==> src/hw/pmec_defines.svh <==
// Offsets, field positions and reset values of the maintenance error/halt block
`ifndef PMEC_DEFINES_SVH
`define PMEC_DEFINES_SVH

// Register byte offsets
`define PMEC_OFF_CSR 4'h0
`define PMEC_OFF_ISR 4'h4
`define PMEC_OFF_IMR 4'h8
`define PMEC_OFF_CTL 4'hc

// Control/status fields
`define PMEC_FLAG_LSB 8
`define PMEC_FLAG_MSB 15
`define PMEC_HALT_BIT 7
`define PMEC_INIT_BIT 0
`define PMEC_ISR_MTE_BIT 8

// Reset values
`define PMEC_HALT_RST 1'b0
`define PMEC_FLAG_RST 1'b0
`define PMEC_IMR_RST 9'h000

`endif

==> src/hw/pmec_pkg.sv <==
// Types shared by the maintenance error/halt block
package pmec_pkg;

  // Error events, msb lines up with control/status bit 15
  typedef struct packed {
    logic bus_par;
    logic store_par;
    logic ib_par;
    logic xbuf_par;
    logic lp_par;
    logic map_err;
    logic if_par;
    logic timeout;
  } pmec_err_t;

  // Qualifiers for the error events
  typedef struct packed {
    logic own_master;
    logic store_host_read;
    logic ib_unsol_write;
    logic ib_local_read;
    logic link_unloading;
    logic map_xact;
    logic if_read;
  } pmec_qual_t;

  // Port state, one-hot
  typedef enum logic [1:0] {
    PMEC_UNINIT = 2'b01,
    PMEC_ACTIVE = 2'b10
  } pmec_state_t;

endpackage : pmec_pkg

==> src/hw/pmec_sticky.sv <==
// Sticky flag: set wins over clear
`timescale 1ns/10ps
`default_nettype none

module pmec_sticky (
  input wire logic clk,
  input wire logic reset_n,
  input wire logic set,
  input wire logic clr,
  output logic q
);

  // Hold until cleared; a set in the clear cycle survives
  always_ff @(posedge clk or negedge reset_n) begin
    if (!reset_n) begin
      q <= 1'b0;
    end else if (set) begin
      q <= 1'b1;
    end else if (clr) begin
      q <= 1'b0;
    end
  end

endmodule : pmec_sticky

`default_nettype wire

==> src/hw/pmec_top.sv <==
// Port maintenance error flags, halt control and register slave
//
// Behaviour
// - Backplane parity error in own master transaction sets bit 15 and maint error
// - Store parity error while microcode runs sets bit 14 and maint error
// - No store parity flag on host store reads while uninitialized
// - Internal bus parity on unsolicited writes or local reads sets bit 13
// - Transmit buffer parity while the link unloads sets bit 12, aborts transmission, sets maint error
// - Link-port bus parity sets bit 11; microcode then raises maint error
// - Map transaction error code sets bit 10 and maint error
// - Interface bus read parity sets bit 9 and maint error
// - Bus timeout input sets bit 8 for microcode recovery
// - Halt bit 7 is read/write and stops the microsequencer
// - Clearing halt resumes the sequencer unless power-up is running or maint error is set
// - Bus stop command sets halt and blocks backplane traffic
// - Maint error makes port uninitialized, halts microcode, interrupts, keeps flags
`timescale 1ns/10ps
`default_nettype none
`include "pmec_defines.svh"

module pmec_top
  import pmec_pkg::*;
(
  input wire logic clk,
  input wire logic reset_n,
  input wire logic [3:0] avs_address,
  input wire logic avs_read,
  input wire logic avs_write,
  input wire logic [31:0] avs_writedata,
  input wire logic [3:0] avs_byteenable,
  output logic [31:0] avs_readdata,
  output logic avs_waitrequest,
  input wire pmec_err_t err_in,
  input wire pmec_qual_t qual_in,
  input wire logic ucode_maint_set,
  input wire logic bus_stop_cmd,
  input wire logic power_up_busy,
  input wire logic port_init_in,
  output logic seq_halt,
  output logic backplane_inhibit,
  output logic xmit_abort,
  output logic port_maint_error,
  output logic port_uninit,
  output logic irq
);

  // ****************************************
  // Bus slave
  // ****************************************
  logic ack_q;
  logic req;
  logic wr_en;
  logic [31:0] rd_d;
  logic [31:0] avs_readdata_q;

  assign req = avs_read | avs_write;
  assign avs_waitrequest = req & ~ack_q;
  assign wr_en = avs_write & ack_q; // Write lands at the edge waitrequest is low
  assign avs_readdata = avs_readdata_q;

  // One wait cycle per access
  always_ff @(posedge clk or negedge reset_n) begin
    if (!reset_n) begin
      ack_q <= 1'b0;
    end else begin
      ack_q <= req & ~ack_q;
    end
  end

  // ****************************************
  // Error flags
  // ****************************************
  logic [7:0] ev;
  logic [7:0] flags;
  logic init_pulse_q;
  pmec_state_t state_q;
  logic halt_q;
  logic maint_err_q;
  logic ucode_running;

  assign ucode_running = ~seq_halt;

  // Qualified error events
  always_comb begin
    ev = 8'h00;
    ev[7] = err_in.bus_par & qual_in.own_master;
    ev[6] = err_in.store_par & ucode_running
            & ~(qual_in.store_host_read & (state_q == PMEC_UNINIT));
    ev[5] = err_in.ib_par & (qual_in.ib_unsol_write | qual_in.ib_local_read);
    ev[4] = err_in.xbuf_par & qual_in.link_unloading;
    ev[3] = err_in.lp_par;
    ev[2] = err_in.map_err & qual_in.map_xact;
    ev[1] = err_in.if_par & qual_in.if_read;
    ev[0] = err_in.timeout;
  end

  // Flags ignore writes, clear only on initialize
  genvar gi;
  generate
    for (gi = 0; gi < 8; gi++) begin : g_flag
      pmec_sticky u_flag (
        .clk(clk),
        .reset_n(reset_n),
        .set(ev[gi]),
        .clr(init_pulse_q),
        .q(flags[gi])
      );
    end
  endgenerate

  // Transmission abort on buffer parity
  assign xmit_abort = ev[4];

  // ****************************************
  // Maintenance error and port state
  // ****************************************
  logic mte_set;

  // Hardware error events except link-port parity and timeout, and the microcode request, raise it
  assign mte_set = ev[7] | ev[6] | ev[5] | ev[4] | ev[2] | ev[1]
                   | ucode_maint_set;

  // Maintenance error, kept until initialize
  always_ff @(posedge clk or negedge reset_n) begin
    if (!reset_n) begin
      maint_err_q <= 1'b0;
    end else if (mte_set) begin
      maint_err_q <= 1'b1;
    end else if (init_pulse_q) begin
      maint_err_q <= 1'b0;
    end
  end

  // Port state: maint error forces uninitialized
  always_ff @(posedge clk or negedge reset_n) begin
    if (!reset_n) begin
      state_q <= PMEC_UNINIT;
    end else begin
      case (state_q)
        PMEC_UNINIT: begin
          if (port_init_in && !mte_set && !maint_err_q) begin
            state_q <= PMEC_ACTIVE;
          end
        end
        PMEC_ACTIVE: begin
          if (mte_set) begin
            state_q <= PMEC_UNINIT;
          end
        end
        default: begin
          state_q <= PMEC_UNINIT;
        end
      endcase
    end
  end

  assign port_uninit = (state_q == PMEC_UNINIT);
  assign port_maint_error = maint_err_q;

  // ****************************************
  // Halt control
  // ****************************************
  logic stopped_q;
  logic halt_wr;

  assign halt_wr = wr_en && (avs_address == `PMEC_OFF_CSR) && avs_byteenable[0];

  // Halt bit: stop command sets it, software writes it
  always_ff @(posedge clk or negedge reset_n) begin
    if (!reset_n) begin
      halt_q <= `PMEC_HALT_RST;
    end else if (bus_stop_cmd) begin
      halt_q <= 1'b1;
    end else if (halt_wr) begin
      halt_q <= avs_writedata[`PMEC_HALT_BIT];
    end
  end

  // Stop command memory, cleared by initialize
  always_ff @(posedge clk or negedge reset_n) begin
    if (!reset_n) begin
      stopped_q <= 1'b0;
    end else if (bus_stop_cmd) begin
      stopped_q <= 1'b1;
    end else if (init_pulse_q) begin
      stopped_q <= 1'b0;
    end
  end

  // Sequencer runs only with halt clear, no power-up, no maint error
  assign seq_halt = halt_q | power_up_busy | maint_err_q;
  assign backplane_inhibit = halt_q & stopped_q;

  // ****************************************
  // Interrupt status and mask
  // ****************************************
  logic [8:0] isr_set;
  logic [8:0] isr_clr;
  logic [8:0] isr;
  logic [8:0] imr_q;
  logic isr_wr;

  assign isr_wr = wr_en && (avs_address == `PMEC_OFF_ISR);
  assign isr_set = {mte_set, ev};
  assign isr_clr = isr_wr ? (avs_writedata[8:0] & {avs_byteenable[1], {8{avs_byteenable[0]}}})
                          : 9'h000;

  generate
    for (gi = 0; gi < 9; gi++) begin : g_isr
      pmec_sticky u_isr (
        .clk(clk),
        .reset_n(reset_n),
        .set(isr_set[gi]),
        .clr(isr_clr[gi]),
        .q(isr[gi])
      );
    end
  endgenerate

  // Mask register
  always_ff @(posedge clk or negedge reset_n) begin
    if (!reset_n) begin
      imr_q <= `PMEC_IMR_RST;
    end else if (wr_en && (avs_address == `PMEC_OFF_IMR)) begin
      if (avs_byteenable[0]) begin
        imr_q[7:0] <= avs_writedata[7:0];
      end
      if (avs_byteenable[1]) begin
        imr_q[8] <= avs_writedata[8];
      end
    end
  end

  assign irq = |(isr & imr_q);

  // Initialize pulse from control write
  always_ff @(posedge clk or negedge reset_n) begin
    if (!reset_n) begin
      init_pulse_q <= 1'b0;
    end else begin
      init_pulse_q <= wr_en && (avs_address == `PMEC_OFF_CTL) && avs_byteenable[0]
                      && avs_writedata[`PMEC_INIT_BIT];
    end
  end

  // ****************************************
  // Read data
  // ****************************************
  always_comb begin
    rd_d = 32'h0000_0000;
    case (avs_address)
      `PMEC_OFF_CSR: begin
        rd_d[`PMEC_FLAG_MSB:`PMEC_FLAG_LSB] = flags;
        rd_d[`PMEC_HALT_BIT] = halt_q;
      end
      `PMEC_OFF_ISR: rd_d[8:0] = isr;
      `PMEC_OFF_IMR: rd_d[8:0] = imr_q;
      `PMEC_OFF_CTL: rd_d[1] = port_uninit;
      default: rd_d = 32'h0000_0000;
    endcase
  end

  // Read data captured in the wait cycle
  always_ff @(posedge clk or negedge reset_n) begin
    if (!reset_n) begin
      avs_readdata_q <= 32'h0000_0000;
    end else if (avs_read && !ack_q) begin
      avs_readdata_q <= rd_d;
    end
  end
endmodule : pmec_top

`default_nettype wire

==> config.mk <==
export PLATFORM = sky130hd
export DESIGN_NAME = pmec_top
export DESIGN_NICKNAME = d
export VERILOG_FILES = /design/src/hw/pmec_pkg.sv /design/src/hw/pmec_sticky.sv /design/src/hw/pmec_top.sv
export VERILOG_INCLUDE_DIRS = /design/src /design/src/hw
export SDC_FILE = /design/constraint.sdc
export NUM_CORES = 1
export LEC_CHECK = 0
export ABC_AREA = 1
export BUFFER_PORTS_ARGS = -buffer_cell sky130_fd_sc_hd__buf_2
export CAP_MARGIN = 0
export CORE_MARGIN = 10
export CORE_UTILIZATION = 45
export CTS_CLUSTER_SIZE = 16
export DETAILED_ROUTE_END_ITERATION = 16
export PLACE_DENSITY_LB_ADDON = 0.12
export SLEW_MARGIN = 15
export SYNTH_ARGS = -nofsm -noshare
export SYNTH_HDL_FRONTEND = slang
export SYNTH_SLANG_ARGS = --single-unit
==> constraint.sdc <==
create_clock -name clk -period 4.3 [get_ports clk]
set_clock_uncertainty 0.2 [all_clocks]
set_input_delay 0.43 -clock clk [delete_from_list [all_inputs] [get_ports clk]]
set_output_delay 0.43 -clock clk [all_outputs]
set_load 0.05 [all_outputs]
==> impl_metrics.json <==
{
  "drive_gt1_share_pct": 22.7,
  "portBuffers": 60,
  "wl_per_cell_um": 13.3,
  "syn_area_um2": 2360,
  "grt_pass1_wl_um": 9580,
  "power-per-cell-area_nw_per_um2": 365,
  "cp-start-kind": "flip-flop",
  "crit_type": "reg2out",
  "synth_xor_area_share_pct": 0,
  "clk-insertion-delay-late_ns": 0.30,
  "die_w_um": 92.4,
  "synthAdderAreaFrac_pct": 0,
  "synth_compound_area_share_pct": 8.48,
  "dp_hpwl_um": 4320,
  "syn_to_final_growth_pct": 17.0,
  "cts_buffer_depth": 2,
  "final_common_cell": "nand2_1",
  "cts_buffers": 5,
  "postRouteAntennaNets": 0,
  "synth_seq_cells": 49,
  "grt_pass1_vias": 2005,
  "clk_pin_slew_ns": 0.09,
  "via_count": 1941,
  "fillers": 535,
  "slew_headroom_pct": 58.8,
  "ys_seq_area_share_pct": 52.0,
  "postCtsSetupRepairBufs": 0,
  "max-vdd-ir-drop_mv": 0.175,
  "drtIter0Drc": 104,
  "drv_cap": 0,
  "synthCells": 290,
  "power.leakage_nw": 1.53,
  "hold_path.class": "in2reg",
  "rsz0062_at_grt": "no",
  "cp-end-kind": "output pin",
  "drv_slew": 0,
  "ys_warn_count": 0,
  "dieArea_um2": 8540,
  "nets": 416,
  "total_power_mw": 1.01,
  "cp_max_fo": 4,
  "ctsResizeCount": 0,
  "cts_tree": "yes",
  "synthSimpleGateAreaFrac_pct": 27.7,
  "hold_buffers": 0,
  "antenna_found_initial": 0,
  "ioPinCount": 102,
  "synth_top_family_by_area": "simple AND/OR/NAND/NOR gates",
  "mostFrequentLayoutCells": "nand2_1 (96), buf_2 (59), dfrtp_1 (48)",
  "finalWirelength_um": 5640,
  "core-area_um2": 5110,
  "grt.total_usage_pct": 13.6,
  "die_h_um": 92.4,
  "fin_crit_sh_pct": 48.3,
  "n_antenna_cell": 0,
  "reg2reg_setup_slack_ns": 2.42,
  "cp.required_ns": 3.67,
  "gp_congestion": 0.819,
  "avgSynthCellArea_um2": 8.14,
  "setup_tns_ns": 0,
  "grt_max_degree": 50,
  "route.detailed.drc": 0,
  "outcome": "finished clean",
  "max_freq_ghz": 0.482,
  "muxShareOfSynthArea_pct": 0,
  "drtPass1Iterations": 4,
  "worst_pin_slew_ns": 0.618,
  "grt-ovfl-total": 0,
  "finalSetupViolations": 0,
  "vias_per_cell": 4.59,
  "htree_levels": 2,
  "cts.sinks": 49,
  "initial_core_util_pct": 46.2,
  "finalCriticalPeriod_ns": 2.08,
  "crit_arrival_ns": 1.45,
  "hold_viol": 0,
  "yosys.cell_types.count": 26,
  "rows": 26,
  "clockRootBuffer": "clkbuf_8"
}
## synthesized netlist by cell type
library cell	number	area share (%)
nand2_1	96	15
dfrtp_1	48	51
inv_1	33	5.2
o21ai_0	29	6.1
nand3_1	26	5.5
buf_4	16	5.1
nor2_1	11	1.7
nor2_4	5	2.4
o21ai_1	3	0.64
a21oi_1	2	0.42
buf_2	2	0.42
nand2_4	2	0.95
nand4_1	2	0.53
nor3_1	2	0.42
o21ai_2	2	0.74
a31oi_1	1	0.27
buf_6	1	0.48
clkbuf_1	1	0.16
clkinv_1	1	0.16
conb_1	1	0.16
dfstp_2	1	1.1
inv_2	1	0.16
nand2_2	1	0.27
nand3b_1	1	0.32
o22ai_1	1	0.27
or2_2	1	0.27
## layout make-up
type | count | area (µm²) | area share [%]
Sequential cell | 49 | 1230 | 44.4
Clock inverter | 1 | 7.51 | 0.272
Clock buffer | 6 | 82.6 | 2.99
Tap cell | 70 | 87.6 | 3.17
Inverter | 35 | 131 | 4.76
Timing Repair Buffer | 61 | 313 | 11.3
Multi-Input combinational cell | 201 | 913 | 33.1
## kinds of logic (layout without fill, tap and decap cells)
| logic type | Yosys count | count (layout) |
|---|---|---|
| AOI/OAI and AO/OA | 38 | 38 |
| buffers and inverters | 55 | 103 |
| DFF | 49 | 49 |
| other | 1 | 16 |
| and+or+nand+nor | 147 | 147 |
## per-stage QoR
step / instances / util [%] / instance area, µm² / hold slack (ns) / setup slack (ns)
CTS: 422 / 53.8 / 2750 / 0.114 / 2.19
global route: 423 / 54.1 / 2760 / 0.133 / 2.09
finish: 423 / 54.1 / 2760 / 0.123 / 2.22
global placement: 415 / 52.1 / 2660 / 0.260 / 2.22
detailed placement: 415 / 52.1 / 2660 / 0.261 / 2.19
floorplan: 305 / - / 2420 / -0.0656 / 2.24
## worst max-delay path, cell delays in order, from the launching register on
cell,delay (ns)
dfstp_2,0.54
inv_1,0.04
nor2_1,0.24
buf_2,0.33
## sequential cells by signal (all words and copies together) (netlist names)
register          count
g_isr.u_isr.q         9
port_maint_error      1
halt_q                1
ack_q                 1
stopped_q             1
imr_q                 9
state_q               2
g_flag.u_flag.q       8
init_pulse_q          1
avs_readdata         16
## path summary, 6_finish.rpt
path | start | to | cells after the start
min in group asynchronous | reset_n | avs_readdata[11]$_DFFE_PN0P_ | 2
worst min-delay path | err_in[3] | g_isr[3].u_isr.q$_DFFE_PN0P_ | 3
worst min register to register | avs_readdata[5]$_DFFE_PN0P_ | avs_readdata[5]$_DFFE_PN0P_ | 2
worst max-delay path | state_q[0]$_DFFE_PN1P_ | port_uninit | 3
max in group asynchronous | reset_n | imr_q[4]$_DFFE_PN0P_ | 2
worst max register to register | ack_q$_DFF_PN0_ | avs_readdata[14]$_DFFE_PN0P_ | 5
## routing by layer
layer	vias to the layer above	part of all wire [%]	GRT usage, %
met4	0	0.98	3.98
li1	1003	-	-
met2	57	46	21.4
met1	875	44	17.1
met5	-	0	0
met3	6	8.4	5.17
## power by group
part           internal, mW  switching (mW)  total [mW]
registers             0.496          0.0180       0.514
clock network         0.127           0.148       0.276
logic                0.0527           0.166       0.219
(Power assumes the default switching activity.)
